## src/rtl/sleep_wake_pkg.sv

```systemverilog
package sleep_wake_pkg;

    // ****************************************************************
    // Clock and timing
    // ****************************************************************
    localparam int CLK_HZ = 20_000_000;
    localparam int WDT_PERIOD_US = 1000;
    localparam int WDT_PERIOD_CYCLES = WDT_PERIOD_US * (CLK_HZ / 1_000_000);
    localparam int WDT_CNT_W = 24;

    // ****************************************************************
    // Widths
    // ****************************************************************
    localparam int ADDR_W = 3;
    localparam int DATA_W = 8;
    localparam int PSC_W = 8;
    localparam int PORT_W = 4;
    localparam int CMP_W = 2;

    // ****************************************************************
    // Register offsets
    // ****************************************************************
    localparam logic [ADDR_W-1:0] OPTION_OFS = 3'h0;
    localparam logic [ADDR_W-1:0] WAKE_CTRL_OFS = 3'h1;
    localparam logic [ADDR_W-1:0] STATUS_OFS = 3'h2;
    localparam logic [ADDR_W-1:0] IRQ_STAT_OFS = 3'h3;
    localparam logic [ADDR_W-1:0] IRQ_MASK_OFS = 3'h4;

    // ****************************************************************
    // Reset values
    // ****************************************************************
    localparam logic [DATA_W-1:0] OPTION_RESET = 8'hff;
    localparam logic [DATA_W-1:0] WAKE_CTRL_RESET = 8'h00;
    localparam logic [DATA_W-1:0] IRQ_RESET = 8'h00;

    // ****************************************************************
    // Field positions
    // ****************************************************************
    localparam int OPT_PORT_WAKE_EN_N_BIT = 7;
    localparam int OPT_ASSIGN_BIT = 3;
    localparam int OPT_RATIO_LSB = 0;
    localparam int RATIO_W = 3;
    localparam int CTRL_CMP_WAKE_EN_BIT = 0;
    localparam int ST_PORT_WAKE_BIT = 7;
    localparam int ST_CMP_WAKE_BIT = 6;
    localparam int ST_ASLEEP_BIT = 5;
    localparam int ST_TIMEOUT_N_BIT = 4;
    localparam int ST_PWRDN_N_BIT = 3;
    localparam int IRQ_WAKE_BIT = 0;
    localparam int IRQ_WDT_BIT = 1;
    localparam int IRQ_SLEEP_BIT = 2;

    typedef enum logic {PS_RUN, PS_SLEEP} power_state_t;

endpackage

```

## src/rtl/sleep_wake_prescaler.sv

```systemverilog
// The register offsets and the plain strobed port were decided locally.
`timescale 1ns/1ps
`default_nettype none

module sleep_wake_prescaler
#(
    parameter int WDT_CYCLES = sleep_wake_pkg::WDT_PERIOD_CYCLES
)
(
    input wire logic CLK,
    input wire logic SYS_RST,
    input wire logic CLK_EN,
    input wire logic [sleep_wake_pkg::ADDR_W-1:0] ADDR,
    input wire logic [sleep_wake_pkg::DATA_W-1:0] WDATA,
    input wire logic WR,
    input wire logic RD,
    output logic [sleep_wake_pkg::DATA_W-1:0] RDATA,
    input wire logic SLEEP_EXEC,
    input wire logic WDT_CLEAR_EXEC,
    input wire logic TIMER_WRITE_EXEC,
    input wire logic PORT_ACCESS_EXEC,
    input wire logic CMP_CONFIG_READ_EXEC,
    input wire logic TIMER_SOURCE_TICK,
    input wire logic WDT_ENABLE,
    input wire logic MASTER_CLEAR_ENABLE,
    input wire logic MASTER_CLEAR_PIN_N,
    input wire logic [sleep_wake_pkg::PORT_W-1:0] PORT_PINS,
    input wire logic [sleep_wake_pkg::CMP_W-1:0] COMPARATOR_OUTPUTS,
    output logic TIMER_INC,
    output logic DEVICE_RESET,
    output logic OSC_DRIVER_EN,
    output logic PIN_HOLD,
    output logic IRQ
);
    import sleep_wake_pkg::*;

    // ****************************************************************
    // State
    // ****************************************************************
    power_state_t pstate_r;
    logic [DATA_W-1:0] option_r;
    logic [DATA_W-1:0] wake_ctrl_r;
    logic [DATA_W-1:0] irq_stat_r;
    logic [DATA_W-1:0] irq_mask_r;
    logic [PSC_W-1:0] psc_r;
    logic [WDT_CNT_W-1:0] wdt_cnt_r;
    logic [PORT_W-1:0] port_snap_r;
    logic [CMP_W-1:0] cmp_snap_r;
    logic timeout_flag_n_r;
    logic powerdown_flag_n_r;
    logic port_wake_flag_r;
    logic comparator_wake_flag_r;
    logic timer_inc_r;
    logic dev_reset_r;
    logic osc_en_r;
    logic pin_hold_r;
    logic irq_r;
    logic [DATA_W-1:0] rdata_r;

    logic prescaler_assign;
    logic [RATIO_W-1:0] prescale_ratio_select;
    logic port_wake_enable_n;
    logic cmp_wake_en;
    logic asleep;
    logic sleep_enter;
    logic wdt_base_tick;
    logic wdt_timeout;
    logic port_mismatch;
    logic cmp_mismatch;
    logic wake_port;
    logic wake_cmp;
    logic wake_master_clear;
    logic wake_any;
    logic awake_reset;
    logic any_reset;
    logic wdt_clear;
    logic psc_clear;
    logic [PSC_W-1:0] tmr_mask;
    logic [PSC_W-1:0] wdt_mask;
    logic [DATA_W-1:0] status_val;
    logic [DATA_W-1:0] irq_events;
    logic [DATA_W-1:0] irq_clear;
    logic [DATA_W-1:0] irq_stat_nxt;

    // Timer ratio 2^(n+1); the ninth bit keeps 1:256 from wrapping.
    function automatic logic [PSC_W-1:0] timer_mask(input logic [RATIO_W-1:0] n);
        logic [PSC_W:0] full;
        full = (9'h002 << n) - 9'h001;
        return full[PSC_W-1:0];
    endfunction

    function automatic logic [PSC_W-1:0] watchdog_mask(input logic [RATIO_W-1:0] n);
        logic [PSC_W:0] full;
        full = (9'h001 << n) - 9'h001;
        return full[PSC_W-1:0];
    endfunction

    // ****************************************************************
    // Decode and event terms
    // ****************************************************************
    assign prescaler_assign = option_r[OPT_ASSIGN_BIT];
    assign prescale_ratio_select = option_r[OPT_RATIO_LSB +: RATIO_W];
    assign port_wake_enable_n = option_r[OPT_PORT_WAKE_EN_N_BIT];
    assign cmp_wake_en = wake_ctrl_r[CTRL_CMP_WAKE_EN_BIT];
    assign asleep = (pstate_r == PS_SLEEP);
    assign sleep_enter = SLEEP_EXEC && !asleep;
    assign tmr_mask = timer_mask(prescale_ratio_select);
    assign wdt_mask = watchdog_mask(prescale_ratio_select);

    assign wdt_base_tick = WDT_ENABLE && (wdt_cnt_r == WDT_CNT_W'(WDT_CYCLES - 1));
    // Without the prescaler the watchdog fires on every base period.
    assign wdt_timeout = wdt_base_tick &&
        (!prescaler_assign || ((psc_r & wdt_mask) == wdt_mask));

    assign port_mismatch = (PORT_PINS != port_snap_r);
    assign cmp_mismatch = (COMPARATOR_OUTPUTS != cmp_snap_r);
    assign wake_port = asleep && !port_wake_enable_n && port_mismatch;
    assign wake_cmp = asleep && cmp_wake_en && cmp_mismatch;
    assign wake_master_clear = MASTER_CLEAR_ENABLE && !MASTER_CLEAR_PIN_N;
    assign wake_any = asleep && (wake_master_clear || wdt_timeout || wake_port || wake_cmp);
    // A watchdog reset while awake pulses the reset and reloads option, but leaves the power state in run.
    assign awake_reset = !asleep && (wake_master_clear || wdt_timeout);
    assign any_reset = wake_any || awake_reset;

    assign wdt_clear = any_reset || sleep_enter || WDT_CLEAR_EXEC || wdt_base_tick;
    assign psc_clear = any_reset ||
        (TIMER_WRITE_EXEC && !prescaler_assign) ||
        (WDT_CLEAR_EXEC && prescaler_assign);

    // ****************************************************************
    // Power state
    // ****************************************************************
    always_ff @(posedge CLK or posedge SYS_RST)
    begin
        if (SYS_RST)
        begin
            pstate_r <= PS_RUN;
            osc_en_r <= 1'b1;
            pin_hold_r <= 1'b0;
        end
        else if (CLK_EN)
        begin
            unique case (pstate_r)
                PS_RUN:
                begin
                    if (sleep_enter && !awake_reset)
                    begin
                        pstate_r <= PS_SLEEP;
                        osc_en_r <= 1'b0;
                        pin_hold_r <= 1'b1;
                    end
                end
                PS_SLEEP:
                begin
                    // Every wake goes through reset back to run.
                    if (wake_any)
                    begin
                        pstate_r <= PS_RUN;
                        osc_en_r <= 1'b1;
                        pin_hold_r <= 1'b0;
                    end
                end
            endcase
        end
    end

    AST_SLEEP_ENTRY: assert property (@(posedge CLK) disable iff (SYS_RST)
        CLK_EN && sleep_enter && !awake_reset |=> asleep && !OSC_DRIVER_EN && PIN_HOLD)
        else $error("power-down not entered");

    // ****************************************************************
    // Status flags
    // ****************************************************************
    always_ff @(posedge CLK or posedge SYS_RST)
    begin
        if (SYS_RST)
        begin
            timeout_flag_n_r <= 1'b1;
            powerdown_flag_n_r <= 1'b1;
        end
        else if (CLK_EN)
        begin
            if (wdt_timeout)
            begin
                timeout_flag_n_r <= 1'b0;
            end
            else if (sleep_enter || WDT_CLEAR_EXEC)
            begin
                timeout_flag_n_r <= 1'b1;
            end
            if (sleep_enter && !awake_reset)
            begin
                powerdown_flag_n_r <= 1'b0;
            end
            else if (WDT_CLEAR_EXEC)
            begin
                powerdown_flag_n_r <= 1'b1;
            end
        end
    end

    AST_SLEEP_FLAGS: assert property (@(posedge CLK) disable iff (SYS_RST)
        CLK_EN && sleep_enter && !awake_reset && !wdt_timeout
        |=> timeout_flag_n_r && !powerdown_flag_n_r && wdt_cnt_r == '0)
        else $error("sleep entry flags wrong");

    AST_WDT_WAKE_TO: assert property (@(posedge CLK) disable iff (SYS_RST)
        CLK_EN && asleep && wdt_timeout |=> !timeout_flag_n_r && DEVICE_RESET && !asleep)
        else $error("watchdog wake did not clear timeout flag");

    // Wake cause flags survive the wake reset so software can read them.
    always_ff @(posedge CLK or posedge SYS_RST)
    begin
        if (SYS_RST)
        begin
            port_wake_flag_r <= 1'b0;
            comparator_wake_flag_r <= 1'b0;
        end
        else if (CLK_EN)
        begin
            if (asleep && port_mismatch)
            begin
                port_wake_flag_r <= 1'b1;
            end
            else if (sleep_enter || awake_reset)
            begin
                port_wake_flag_r <= 1'b0;
            end
            if (asleep && cmp_mismatch)
            begin
                comparator_wake_flag_r <= 1'b1;
            end
            else if (sleep_enter || awake_reset)
            begin
                comparator_wake_flag_r <= 1'b0;
            end
        end
    end

    // ****************************************************************
    // Change-detect snapshots
    // ****************************************************************
    always_ff @(posedge CLK or posedge SYS_RST)
    begin
        if (SYS_RST)
        begin
            port_snap_r <= '0;
            cmp_snap_r <= '0;
        end
        else if (CLK_EN)
        begin
            if (PORT_ACCESS_EXEC)
            begin
                port_snap_r <= PORT_PINS;
            end
            if (CMP_CONFIG_READ_EXEC)
            begin
                cmp_snap_r <= COMPARATOR_OUTPUTS;
            end
        end
    end

    AST_STALE_PORT: assert property (@(posedge CLK) disable iff (SYS_RST)
        CLK_EN && asleep && !port_wake_enable_n && port_mismatch
        |=> !asleep && port_wake_flag_r && DEVICE_RESET)
        else $error("port mismatch did not wake");

    AST_STALE_CMP: assert property (@(posedge CLK) disable iff (SYS_RST)
        CLK_EN && asleep && cmp_wake_en && cmp_mismatch
        |=> !asleep && comparator_wake_flag_r)
        else $error("comparator mismatch did not wake");

    // ****************************************************************
    // Watchdog counter and prescaler
    // ****************************************************************
    // The watchdog keeps counting in power-down; CLK stands in for its own oscillator.
    always_ff @(posedge CLK or posedge SYS_RST)
    begin
        if (SYS_RST)
        begin
            wdt_cnt_r <= '0;
        end
        else if (CLK_EN)
        begin
            if (wdt_clear || !WDT_ENABLE)
            begin
                wdt_cnt_r <= '0;
            end
            else
            begin
                wdt_cnt_r <= wdt_cnt_r + 1'b1;
            end
        end
    end

    AST_WAKE_WDT_CLR: assert property (@(posedge CLK) disable iff (SYS_RST)
        CLK_EN && wake_any |=> wdt_cnt_r == '0 ##1 (wdt_cnt_r <= WDT_CNT_W'(1)))
        else $error("watchdog not cleared on wake");

    always_ff @(posedge CLK or posedge SYS_RST)
    begin
        if (SYS_RST)
        begin
            psc_r <= '0;
        end
        else if (CLK_EN)
        begin
            if (psc_clear)
            begin
                psc_r <= '0;
            end
            else if (prescaler_assign ? wdt_base_tick : TIMER_SOURCE_TICK)
            begin
                psc_r <= psc_r + 1'b1;
            end
        end
    end

    AST_PSC_TMR_CLR: assert property (@(posedge CLK) disable iff (SYS_RST)
        CLK_EN && TIMER_WRITE_EXEC && !prescaler_assign |=> psc_r == '0)
        else $error("timer write did not clear prescaler");

    AST_PSC_WDT_CLR: assert property (@(posedge CLK) disable iff (SYS_RST)
        CLK_EN && WDT_CLEAR_EXEC && prescaler_assign |=> psc_r == '0 && wdt_cnt_r == '0)
        else $error("watchdog clear did not clear prescaler");

    AST_PSC_RESET: assert property (@(posedge CLK) disable iff (SYS_RST)
        DEVICE_RESET |-> psc_r == '0)
        else $error("prescaler not zero after reset");

    // Prescaled timer zero increment; undivided when the watchdog owns the prescaler.
    always_ff @(posedge CLK or posedge SYS_RST)
    begin
        if (SYS_RST)
        begin
            timer_inc_r <= 1'b0;
        end
        else if (CLK_EN)
        begin
            if (prescaler_assign)
            begin
                timer_inc_r <= TIMER_SOURCE_TICK && !any_reset;
            end
            else
            begin
                timer_inc_r <= TIMER_SOURCE_TICK && !psc_clear &&
                    ((psc_r & tmr_mask) == tmr_mask);
            end
        end
    end

    AST_TMR_RATIO: assert property (@(posedge CLK) disable iff (SYS_RST)
        CLK_EN && !prescaler_assign && ((psc_r & tmr_mask) != tmr_mask) |=> !TIMER_INC)
        else $error("timer increment ahead of ratio");

    // ****************************************************************
    // Reset pulse
    // ****************************************************************
    always_ff @(posedge CLK or posedge SYS_RST)
    begin
        if (SYS_RST)
        begin
            dev_reset_r <= 1'b0;
        end
        else if (CLK_EN)
        begin
            dev_reset_r <= any_reset;
        end
    end

    // ****************************************************************
    // Register file
    // ****************************************************************
    // Option reloads on every reset, a wake reset included.
    always_ff @(posedge CLK or posedge SYS_RST)
    begin
        if (SYS_RST)
        begin
            option_r <= OPTION_RESET;
            wake_ctrl_r <= WAKE_CTRL_RESET;
            irq_mask_r <= IRQ_RESET;
        end
        else if (CLK_EN)
        begin
            if (any_reset)
            begin
                option_r <= OPTION_RESET;
            end
            else if (WR && ADDR == OPTION_OFS)
            begin
                option_r <= WDATA;
            end
            if (WR && ADDR == WAKE_CTRL_OFS)
            begin
                wake_ctrl_r <= WDATA;
            end
            if (WR && ADDR == IRQ_MASK_OFS)
            begin
                irq_mask_r <= WDATA;
            end
        end
    end

    always_comb
    begin
        irq_events = '0;
        irq_events[IRQ_WAKE_BIT] = wake_any;
        irq_events[IRQ_WDT_BIT] = wdt_timeout;
        irq_events[IRQ_SLEEP_BIT] = sleep_enter;
        irq_clear = (WR && ADDR == IRQ_STAT_OFS) ? WDATA : '0;
        // A new event outranks a write-one clear in the same cycle.
        irq_stat_nxt = (irq_stat_r & ~irq_clear) | irq_events;
    end

    always_ff @(posedge CLK or posedge SYS_RST)
    begin
        if (SYS_RST)
        begin
            irq_stat_r <= IRQ_RESET;
            irq_r <= 1'b0;
        end
        else if (CLK_EN)
        begin
            irq_stat_r <= irq_stat_nxt;
            irq_r <= |(irq_stat_nxt & irq_mask_r);
        end
    end

    always_comb
    begin
        status_val = '0;
        status_val[ST_PORT_WAKE_BIT] = port_wake_flag_r;
        status_val[ST_CMP_WAKE_BIT] = comparator_wake_flag_r;
        status_val[ST_ASLEEP_BIT] = asleep;
        status_val[ST_TIMEOUT_N_BIT] = timeout_flag_n_r;
        status_val[ST_PWRDN_N_BIT] = powerdown_flag_n_r;
    end

    // Read data stand for exactly the cycle after the strobe.
    always_ff @(posedge CLK or posedge SYS_RST)
    begin
        if (SYS_RST)
        begin
            rdata_r <= '0;
        end
        else if (CLK_EN)
        begin
            if (RD)
            begin
                unique case (ADDR)
                    OPTION_OFS: rdata_r <= option_r;
                    WAKE_CTRL_OFS: rdata_r <= wake_ctrl_r;
                    STATUS_OFS: rdata_r <= status_val;
                    IRQ_STAT_OFS: rdata_r <= irq_stat_r;
                    IRQ_MASK_OFS: rdata_r <= irq_mask_r;
                    default: rdata_r <= '0;
                endcase
            end
            else
            begin
                rdata_r <= '0;
            end
        end
    end

    // ****************************************************************
    // Outputs
    // ****************************************************************
    assign RDATA = rdata_r;
    assign TIMER_INC = timer_inc_r;
    assign DEVICE_RESET = dev_reset_r;
    // Both come from their own flops so that no decode glitch reaches the pads.
    assign OSC_DRIVER_EN = osc_en_r;
    assign PIN_HOLD = pin_hold_r;
    assign IRQ = irq_r;

endmodule

`default_nettype wire

```

## config.mk

```make
export PLATFORM = sky130hd
export DESIGN_NAME = sleep_wake_prescaler
export DESIGN_NICKNAME = d
export VERILOG_FILES = /design/src/rtl/sleep_wake_pkg.sv /design/src/rtl/sleep_wake_prescaler.sv
export SDC_FILE = /design/constraint.sdc
export NUM_CORES = 1
export LEC_CHECK = 0
export BUFFER_PORTS_ARGS = -buffer_cell sky130_fd_sc_hd__clkbuf_2
export CAP_MARGIN = 20
export CORE_AREA = 3 3 93 95
export CTS_CLUSTER_DIAMETER = 150
export DETAILED_ROUTE_END_ITERATION = 12
export DIE_AREA = 0 0 96 98
export PLACE_DENSITY = 0.74
export SLEW_MARGIN = 10
export SYNTH_ARGS = -nofsm -noshare
export SYNTH_HDL_FRONTEND = slang
export SYNTH_SLANG_ARGS = --single-unit
```

## constraint.sdc

```tcl
create_clock -name CLK -period 3.1 [get_ports CLK]
set_clock_uncertainty 0.1 [all_clocks]
set_input_delay 0.155 -clock CLK [delete_from_list [all_inputs] [get_ports CLK]]
set_output_delay 0.155 -clock CLK [all_outputs]
set_load 0.01 [all_outputs]
```

==> results of run 1 <==
critical path: stages:
cell	delay, ps
dlygate4sd3_1	540
clkbuf_2	120
xor2_1	150
nor4_2	360
o221ai_2	250
a31oi_4	470
nand2_1	320
o22a_1	260
path summary, 6_finish.rpt:
check | from | to | slack (ps)
setup / recovery | PORT_PINS[2] | option_r[2] | 660
hold / removal | CMP_CONFIG_READ_EXEC | cmp_snap_r[1] | 40
setup reg to reg | port_snap_r[2] | option_r[2] | 680
hold reg to reg | RDATA[6] | RDATA[6] | 410
max in group asynchronous | SYS_RST | timeout_flag_n_r | 1770
min in group asynchronous | SYS_RST | port_snap_r[3] | 360
per-stage QoR:
stage	utilization [%]	area [sq um]	worst slack, ps	hold WS (ps)	total power, mW
6_report	66.9	5220	656	42.7	2.65
3_3_place_gp	62.6	4880	820	212	1.89
4_1_cts	66.9	5220	655	31.9	2.67
5_1_grt	66.9	5220	490	41.2	2.79
2_1_floorplan	-	4570	585	151	1.74
3_5_place_dp	62.6	4880	720	222	1.91
state kept, by name, indices dropped and copies added (netlist names):
name                    count
psc_r                       8
PIN_HOLD                    1
RDATA                       8
DEVICE_RESET                1
cmp_snap_r                  2
port_wake_flag_r            1
TIMER_INC                   1
irq_mask_r                  8
OSC_DRIVER_EN               1
option_r                    8
IRQ                         1
wake_ctrl_r                 8
irq_stat_r                  8
asleep                      1
powerdown_flag_n_r          1
comparator_wake_flag_r      1
port_snap_r                 4
wdt_cnt_r                  24
timeout_flag_n_r            1
layout by cell type (no fill, tap or decap), drive strengths merged, types with 3 or more instances in the layout:
master / count
nor3b: 3
o2bb2ai: 10
and3: 14
nand2: 38
dfrtp: 77
mux2i: 5
o21ai: 20
o31ai: 3
clkbuf: 53
nand2b: 6
dlygate4sd3: 16
nor2: 44
inv: 16
dfstp: 11
nor3: 5
o22a: 13
a22oi: 10
nor2b: 8
nand3: 19
xnor2: 8
a31oi: 13
buf: 6
a21boi: 5
xor2: 19
a21oi: 17
nor4: 4
nand4: 9
o22ai: 6
mux2: 24
final cells by class:
type | count | share of cell area [%]
Clock buffer | 10 | 2.44
Clock inverter | 6 | 0.958
Inverter | 13 | 0.958
Multi-Input combinational cell | 328 | 42.5
Sequential cell | 88 | 42.4
Tap cell | 102 | 2.44
Timing Repair Buffer | 65 | 8.29
layer usage:
metal	share of wire [%]	up-vias	routed length (um)	global-route usage (%)
li1	-	1743	-	-
met1	43	1840	4600	32.4
met2	51	127	5440	41.7
met3	5.2	14	556	4.78
met4	1.7	0	179	6.46
met5	0	-	0	0
cell families (layout without fill, tap and decap cells):
logic type | after synthesis | in the layout | share of synthesized area [%]
xor+xnor | 27 | 27 | 5.18
flops | 88 | 88 | 48.5
fa+ha+maj | 2 | 2 | 0.548
simple gates | 159 | 159 | 18.0
mux | 29 | 29 | 7.01
buf+inv | 33 | 94 | 2.96
compound gates | 111 | 111 | 17.8
where the power goes:
group / internal [mW] / leakage, nW / switching (mW)
clock: 0.303 / 0.0843 / 0.437
sequential: 1.29 / 1.12 / 0.117
combinational: 0.227 / 1.07 / 0.276
==> metrics.md, run 1 <==
| Metric | Value |
|---|---|
| Status | `finished clean` |
| Crit share post-route | `roughly four fifths` |
| Syn_area_per_cell | `10.2 sq um` |
| RSZ-0062 raised after global routing | `no` |
| Nets | `between 500 and 600` |
| Most numerous cell in the Yosys netlist | `dfrtp_1` |
| Cell count after synthesis | `~450` |
| CTS Buffer Depth | `2` |
| Worst-margin pin slew | `837 ps` |
| Routed Antenna Nets | `0` |
| Multi-input gate area | `2220 sq um` |
| Core area | `a little under 8000 sq um` |
| Tmin final | `around 2400 ps` |
| Antenna Cells | `0` |
| DR WL/cell | `approximately 18 um` |
| Worst EP required | `between 3000 and 4000 ps` |
| Area delta synth->final | `14.3%` |
| Register area share after synthesis | `about half` |
| Initial Utilization | `slightly below 60%` |
| Final std cells w/o fill | `just over 600` |
| CP Class | `input pin to flip-flop` |
| First-pass detailed-route iteration total | `5` |
| Vias/cell | `a little over 6` |
| CP Max Fanout | `14` |
| Residual DRC | `0` |
| DP HPWL | `around 7600 um` |
| Clock Tree Root | `clkbuf_8` |
| Worst vdd ir | `roughly 0.36 mV` |
| Hold Vio Cnt, Final | `0` |
| First-pass GRT wire length | `between 15000 and 20000 um` |
| Pwr/cell area | `slightly above 500 nW/um^2` |
| H-tree depth | `3` |
| Cell area after synthesis | `around 4600 sq um` |
| Post-synth top cells | `dfrtp_1, nor2_1, nand2_1, mux2_2, o21ai_0` |
| Post-synth top area share | `between 40 and 50%` |
| Die Wd | `about 96 um` |
| Total GRT Usage | `about a quarter` |
| Dpl cells | `between 500 and 600` |
| Filler instances | `627` |
| Maxcap violations | `0` |
| #FFs+latches synth | `88` |
| EDFF count, synth | `0` |
| Setup violators final | `0` |
| WHS Path Cells | `3` |
| GPL Wtd Cong | `between 0.8 and 0.9` |
| Leak | `about 2.3 nW` |
| Worst R2R Path Depth | `6` |
| Post_cts resized | `0` |
| Pin count of the biggest net entering global routing | `between 40 and 50` |
| CTS tree | `built` |
| IO Count | `44` |
| Vias in the first global route | `3843` |
| Share of cells above drive strength 1 | `21.8%` |
| WP data arrival | `around 2600 ps` |
| CTS Hold Bufs | `16` |
| Cts bufs inserted | `9` |
| Max-Slew Margin vs Limit | `between 40% and 50%` |
| Post-synth ARST share | `between 90% and 100%` |
| Post-Syn Nets | `a little under 500` |
| 1st-iter DRT viols | `174` |
| Synth area leaders | `dfrtp_1, dfstp_2, mux2_2` |
| GRT Residual Overflow | `0` |
| Vias | `around 3700` |
| Row count | `32` |
| Die footprint | `about 9400 sq um` |
| DIE HEIGHT | `between 90 and 100 um` |
| Synthesis Warnings | `0` |
| Fmax | `just over 0.4 GHz` |
| Yosys cell types | `53` |
| TNS Setup | `0 ps` |
| Clock sink total | `a little under 90` |
| Final Max Slew Viols | `0` |
| Buffers on Ports | `43` |
| Antenna violations before repair | `0` |
| Register area | `2220 sq um` |
| Largest area contributor in the netlist | `dfrtp_1` |
| CP Capture Type | `flip-flop` |
| Clk slew on worst S/H paths | `roughly 110 ps` |
| Post-synth top flop | `dfrtp_1` |
| Clock Latency Late Sink | `360 ps` |
| HP Class | `input pin to flip-flop` |
| Number of buffers added for setup after CTS | `0` |
| Post-Route WL | `~11000 um` |
| Critical Path Source Type | `input pin` |
(Power assumes the default switching activity.)
==> run 2: changes to the inputs <==
--- a/config.mk
+++ b/config.mk
@@ -5,13 +5,14 @@
 export SDC_FILE = /design/constraint.sdc
 export NUM_CORES = 1
 export LEC_CHECK = 0
+export ABC_AREA = 1
 export BUFFER_PORTS_ARGS = -buffer_cell sky130_fd_sc_hd__clkbuf_2
 export CAP_MARGIN = 20
-export CORE_AREA = 3 3 93 95
+export CORE_AREA = 3 3 97 99
 export CTS_CLUSTER_DIAMETER = 150
 export DETAILED_ROUTE_END_ITERATION = 12
-export DIE_AREA = 0 0 96 98
-export PLACE_DENSITY = 0.74
+export DIE_AREA = 0 0 100 102
+export PLACE_DENSITY = 0.73
 export SLEW_MARGIN = 10
 export SYNTH_ARGS = -nofsm -noshare
 export SYNTH_HDL_FRONTEND = slang
==> constraint.sdc (replaced) <==
create_clock -name CLK -period 2.5 [get_ports CLK]
set_clock_uncertainty 0.1 [all_clocks]
set_input_delay 0.125 -clock CLK [delete_from_list [all_inputs] [get_ports CLK]]
set_output_delay 0.125 -clock CLK [all_outputs]
set_load 0.01 [all_outputs]
==> metrics.md, run 2 <==
| Metric | Value |
|---|---|
| Status | `finished clean` |
| WP data arrival | `about 2400 ps` |
| HP Class | `input pin to flip-flop` |
| EDFF count, synth | `0` |
| P_sw | `between 1 and 1.5 mW` |
| Antenna Cells | `0` |
| Most common cell after layout, fill and taps aside | `nand2_1` |
| CP Capture Type | `flip-flop` |
| Worst EP required | `2700 ps` |
| Nets | `706` |
| Synthesis Warnings | `0` |
| Vias in the first global route | `roughly 4400` |
| #FFs+latches synth | `88` |
| CTS Buffer Depth | `2` |
| CP peak stage delay | `~400 ps` |
| GPL Wtd Cong | `1.02` |
| Most used cell along the critical path | `nor2_1` |
| Synth area leaders | `dfrtp_1, nand2_1, dfstp_2` |
| Dpl cells | `752` |
| Max-Slew Margin vs Limit | `between 60% and 70%` |
| CP Class | `flip-flop to flip-flop` |
| Internal power | `around 2.4 mW` |
| Worst-margin pin slew | `about 560 ps` |
| H-tree depth | `3` |
| Leak | `about 2.8 nW` |
| Post-Route WL | `12300 um` |
| Pwr/cell area | `between 600 and 700 nW/um^2` |
| Setup violators final | `0` |
| Cell count after synthesis | `612` |
| Crit share post-route | `about 86%` |
| Routed Antenna Nets | `0` |
| Residual DRC | `0` |
| Post-synth ARST share | `between 90% and 100%` |
| Crit-path slowest cell | `dfrtp_1` |
| Cells along the critical path | `xor2_1 > nor2_1 > nand2_1 > a21oi_2 > nand3_4 > nand2_2 > nand2_2 > nor2_1 > nor2_1` |
| GRT Residual Overflow | `0` |
| Maxcap violations | `0` |
| Post-synth top area share | `between 30% and 40%` |
| Clock Latency Late Sink | `around 370 ps` |
| Clk slew on worst S/H paths | `~100 ps` |
| TNS Setup | `0 ps` |
| Clock Tree Root | `clkbuf_8` |
| Post-Syn Nets | `roughly 650` |
| Worst vdd ir | `0.450 mV` |
| Commonest non-fill, non-tap cells in the layout | `nand2_1, dfrtp_1, nor2_1` |
| Register area share after synthesis | `between 40% and 50%` |
| Post-synth top flop | `dfrtp_1` |
| Vias | `between 4000 and 5000` |
| Syn_area_per_cell | `roughly 8.0 sq um` |
| Critical Path Source Type | `flip-flop` |
| Final std cells w/o fill | `roughly 790` |
| Part of the power in registers | `49.2%` |
| CTS tree | `built` |
| Buffers on Ports | `43` |
| Post_cts resized | `0` |
| Yosys cell types | `43` |
| Die Wd | `100 um` |
| Most numerous cell in the Yosys netlist | `nand2_1` |
| Gate power share | `between 15 and 20%` |
| 1st-iter DRT viols | `200` |
| Cts bufs inserted | `9` |
| Share of cells above drive strength 1 | `between 15 and 20%` |
| Vias/cell | `5.54` |
| Fmax | `around 0.47 GHz` |
| Filler instances | `700` |
| CP Max Fanout | `12` |
| Row count | `34` |
| DIE HEIGHT | `between 100 and 150 um` |
| IO Count | `44` |
| Initial Utilization | `approximately 57%` |
| Final Max Slew Viols | `0` |
| Clock sink total | `88` |
| Cell area after synthesis | `about 4900 sq um` |
| First-pass GRT wire length | `21200 um` |
| Antenna violations before repair | `0` |
| Pin count of the biggest net entering global routing | `72` |
| Max reg flops | `24` |
| Sw Share | `a little under a third` |
| Largest area contributor in the netlist | `dfrtp_1` |
| Clock power frac | `between 30 and 40%` |
| First-pass detailed-route iteration total | `4` |
| RSZ-0062 raised after global routing | `no` |
| DP HPWL | `around 8900 um` |
| Hold Vio Cnt, Final | `0` |
| DR WL/cell | `around 16 um` |
| Tmin final | `2150 ps` |
| Core area | `between 8000 and 9000 sq um` |
| Post-synth top cells | `nand2_1, dfrtp_1, nor2_1, inv_1, nand3_1` |
| Die footprint | `about 10000 sq um` |
| Total GRT Usage | `a little over a quarter` |
| Largest Register | `wdt_cnt_r` |
| Area delta synth->final | `14.9%` |
==> run 2: cell type report <==
type	count	area, sq um	share of cell area, %
Multi-Input combinational cell	436	2350	41.5
Sequential cell	88	2220	39.2
Tap cell	108	135	2.39
Inverter	71	268	4.74
Clock inverter	7	111	1.97
Timing Repair Buffer	67	453	8.01
Clock buffer	9	124	2.19
==> run 2: power groups by stage <==
stage                     clock network (mW)  registers (mW)  logic (mW)
after floorplan                            0            1.72       0.409
after global placement                     0            1.75       0.575
after detailed placement                   0            1.76       0.594
after CTS                               1.19            1.73       0.620
after global routing                    1.25            1.76       0.705
final                                   1.17            1.74       0.621
==> run 2: routing by layer <==
metal	GRT usage, %	part of all wire (%)
met5	0	0
met4	9.95	2.2
met3	3.21	5.0
met2	43.3	48
met1	35.2	45
==> run 2: metrics by stage <==
stage / power [mW] / hold slack (ps) / cell area, sq um / util, % / worst slack [ps]
3_5_place_dp: 2.35 / -18.5 / 5240 / 60.7 / 403
4_1_cts: 3.55 / 8.23 / 5650 / 65.5 / 366
3_3_place_gp: 2.32 / -22.2 / 5240 / 60.7 / 426
5_1_grt: 3.71 / 32.2 / 5650 / 65.5 / 195
6_report: 3.53 / 19.7 / 5650 / 65.5 / 350
2_1_floorplan: 2.13 / 129 / 4920 / - / 14.7
==> run 2: worst paths after layout <==
path,start,to,slack [ps],cells past startpoint
worst min-delay path,TIMER_SOURCE_TICK,TIMER_INC,20,5
max in group asynchronous,SYS_RST,option_r[0],1460,4
worst max-delay path,port_snap_r[1],option_r[3],350,9
min in group asynchronous,SYS_RST,wdt_cnt_r[7],130,3
worst min register to register,OSC_DRIVER_EN,OSC_DRIVER_EN,380,2
worst max register to register,port_snap_r[1],option_r[3],350,9
==> run 2: kinds of logic after synthesis <==
| kind of cell | Yosys count | synth area share [%] |
|---|---|---|
| and+or+nand+nor | 308 | 28.5 |
| AOI/OAI and AO/OA | 92 | 12.3 |
| buffers and inverters | 88 | 7.30 |
| DFF | 88 | 45.0 |
| xor gates and xnor gates | 29 | 5.16 |
| muxes | 5 | 1.14 |
| adders and majority gates | 2 | 0.508 |
==> run 2: repair_timing <==
action,4_1_cts,5_1_grt
hold endpoints to repair,109,0
buffers inserted,0,0
setup endpoints to repair,0,0
hold buffers,18,0
==> run 2: worst max-delay path, delay by kind of cell (launching register included) <==
| kind | cells | cell delay, ps |
|---|---|---|
| AND/OR/NAND/NOR | 7 | 1060 |
| AO/OA/AOI/OAI | 1 | 350 |
| XOR/XNOR | 1 | 160 |
| flip-flops | 1 | 400 |
==> run 3: changes to the inputs <==
--- a/config.mk
+++ b/config.mk
@@ -8,11 +8,13 @@
 export ABC_AREA = 1
 export BUFFER_PORTS_ARGS = -buffer_cell sky130_fd_sc_hd__clkbuf_2
 export CAP_MARGIN = 20
-export CORE_AREA = 3 3 97 99
+export CELL_PAD_IN_SITES_DETAIL_PLACEMENT = 1
+export CELL_PAD_IN_SITES_GLOBAL_PLACEMENT = 2
+export CORE_AREA = 3 3 121 123
 export CTS_CLUSTER_DIAMETER = 150
 export DETAILED_ROUTE_END_ITERATION = 12
-export DIE_AREA = 0 0 100 102
-export PLACE_DENSITY = 0.73
+export DIE_AREA = 0 0 124 126
+export PLACE_DENSITY = 0.77
 export SLEW_MARGIN = 10
 export SYNTH_ARGS = -nofsm -noshare
 export SYNTH_HDL_FRONTEND = slang
==> metrics.md, run 3 (same netlist as run 2, synthesis figures left out) <==
| Metric | Value |
|---|---|
| Vias in the first global route | `approximately 4600` |
| Residual DRC | `0` |
| Worst EP required | `2670 ps` |
| Gate power share | `roughly 17%` |
| Area delta synth->final | `17.5%` |
| H-tree depth | `3` |
| Post-layout util | `approximately 42%` |
| Sw Share | `between 30% and 40%` |
| Reg-to-reg endpoint | `option_r[2]` |
| CP Capture Type | `flip-flop` |
| First-pass GRT wire length | `about 24000 um` |
| Part of the power in registers | `about 47%` |
| Die Wd | `about 120 um` |
| Cells along the critical path | `dlygate4sd3_1 > clkbuf_2 > xor2_1 > nor2_1 > nand2_1 > a21oi_2 > nand3_4 > nand2_2 > nand2_2 > nor2_1 > nor2_1` |
| Clock Tree Root | `clkbuf_16` |
| Post-Route WL | `14500 um` |
| Antenna violations before repair | `0` |
| RSZ-0062 raised after global routing | `no` |
| Max-Slew Margin vs Limit | `~62%` |
| First-pass detailed-route iteration total | `4` |
| Met2 wire len | `roughly 7000 um` |
| Most common cell after layout, fill and taps aside | `nand2_1` |
| Met3 wire length | `roughly 280 um` |
| Pwr/cell area | `~640 nW/um^2` |
| Setup violators final | `0` |
| Final Max Slew Viols | `0` |
| GPL Wtd Cong | `0.830` |
| Hold Startpoint | `CMP_CONFIG_READ_EXEC` |
| Worst R2R Path Depth | `9` |
| Total GRT Usage | `approximately a fifth` |
| WP data arrival | `roughly 2300 ps` |
| CTS Hold Bufs | `16` |
| IO Count | `44` |
| Pin count of the biggest net entering global routing | `32` |
| Worst Path Buf+Inv | `2` |
| Internal power | `about 2.6 mW` |
| Post_cts resized | `0` |
| Largest Register | `wdt_cnt_r` |
| Vias/cell | `slightly above 5` |
| Leak | `approximately 2.8 nW` |
| CTS Buffer Depth | `2` |
| Fin Hold WS | `around 27 ps` |
| CP Max Fanout | `12` |
| Clock sink total | `88` |
| Crit-path slowest cell | `dlygate4sd3_1` |
| Cts bufs inserted | `9` |
| CTS tree | `built` |
| HP Class | `input pin to flip-flop` |
| Routed Antenna Nets | `0` |
| Vias | `between 4000 and 5000` |
| CP peak stage delay | `540 ps` |
| 1st-iter DRT viols | `170` |
| Metal-1 WL | `around 7000 um` |
| Multi-input gate area | `between 2000 and 2500 sq um` |
| Fmax | `between 0.4 and 0.5 GHz` |
| Tmin final | `about 2100 ps` |
| DIE HEIGHT | `approximately 130 um` |
| Initial Utilization | `35.7%` |
| Top delay family on crit path | `simple AND/OR/NAND/NOR gates` |
| DR WL/cell | `~17 um` |
| Clk slew on worst S/H paths | `60 ps` |
| Core area | `approximately 14000 sq um` |
| Filler instances | `1705` |
| GRT Residual Overflow | `0` |
| Crit share post-route | `~86%` |
| Clock Latency Late Sink | `around 340 ps` |
| Die footprint | `roughly 16000 sq um` |
| Reg2reg start | `port_snap_r[1]` |
| Row count | `43` |
| Reg2Reg Setup Slack | `about 380 ps` |
| Hold Vio Cnt, Final | `0` |
| Critical Path Source Type | `input pin` |
| Commonest non-fill, non-tap cells in the layout | `nand2_1, dfrtp_1, nor2_1` |
| Buffers on Ports | `43` |
| DP HPWL | `10900 um` |
| Maxcap violations | `0` |
| Register area | `2220 sq um` |
| Worst vdd ir | `0.328 mV` |
| CP Class | `input pin to flip-flop` |
| Number of buffers added for setup after CTS | `0` |
| WHS Path Cells | `3` |
| Share of cells above drive strength 1 | `approximately 20%` |
| Most used cell along the critical path | `nor2_1` |
| Highest routed layer | `met4` |
| P_sw | `about 1.1 mW` |
| TNS Setup | `0 ps` |
| Clock power frac | `between 30% and 40%` |
| Max reg flops | `24` |
| Status | `finished clean` |
| Worst-margin pin slew | `566 ps` |
| Nets | `707` |
| Hold-critical path endpoint | `cmp_snap_r[1]` |
| Antenna Cells | `0` |
[run 3: cell count changes in the layout (fill, tap and decap cells not counted), moves of 2 or more]
cell	before	now
buf_4	5	9
bufinv_16	2	0
clkbuf_16	0	9
clkbuf_8	9	2
dlygate4sd3_1	18	16
inv_8	3	0
[run 3: per-layer routing]
metal | global-route usage, % | up-vias
met5 | 0 | -
met4 | 5.93 | 0
met3 | 2.87 | 16
met2 | 31.9 | 37
met1 | 27.7 | 2144
li1 | - | 2123
[run 3: worst max-delay path by stage]
stage / from / to / slack (ps) / depth (start not counted)
after global placement: wdt_cnt_r[0] / wdt_cnt_r[6] / 410 / 9
after CTS: port_snap_r[2] / option_r[2] / 340 / 9
after detailed placement: port_snap_r[2] / option_r[2] / 350 / 9
after floorplan: SYS_RST / DEVICE_RESET / 10 / 1
final: PORT_PINS[2] / option_r[2] / 360 / 11
after global routing: option_r[0] / wdt_cnt_r[0] / 190 / 9
[run 3: worst reg2reg max path, cell delays in order (launching register included)]
cell     delay, ps
dfrtp_1        400
xor2_1         180
nor2_1         110
nand2_1        110
a21oi_2        360
nand3_4        240
nand2_2        200
nand2_2        160
nor2_1         140
nor2_1          60
[run 3: area by class of cell]
cell class / count / share of cell area (%)
clock inverter: 4 / 0.519
multi-input combinational: 436 / 40.6
clock buffer: 12 / 4.43
inverter: 71 / 4.63
timing repair buffer: 68 / 7.66
tap: 180 / 3.89
sequential: 88 / 38.3
[run 3: power by group through the flow]
stage / Clock [mW] / Combinational, mW / Sequential (mW)
after floorplan: 0 / 0.409 / 1.72
after global placement: 0 / 0.610 / 1.74
after detailed placement: 0 / 0.622 / 1.75
after CTS: 1.36 / 0.643 / 1.73
after global routing: 1.45 / 0.720 / 1.75
final: 1.32 / 0.629 / 1.73
[run 3: stage by stage]
stage                     cell area [sq um]  total power [mW]  setup WS (ps)  std cells
after floorplan                        4920              2.13           14.7        612
after global placement                 5340              2.35            407        827
after detailed placement               5340              2.37            352        827
after CTS                              5790              3.73            339        859
after global routing                   5790              3.92            189        859
final                                  5790              3.68            362        859
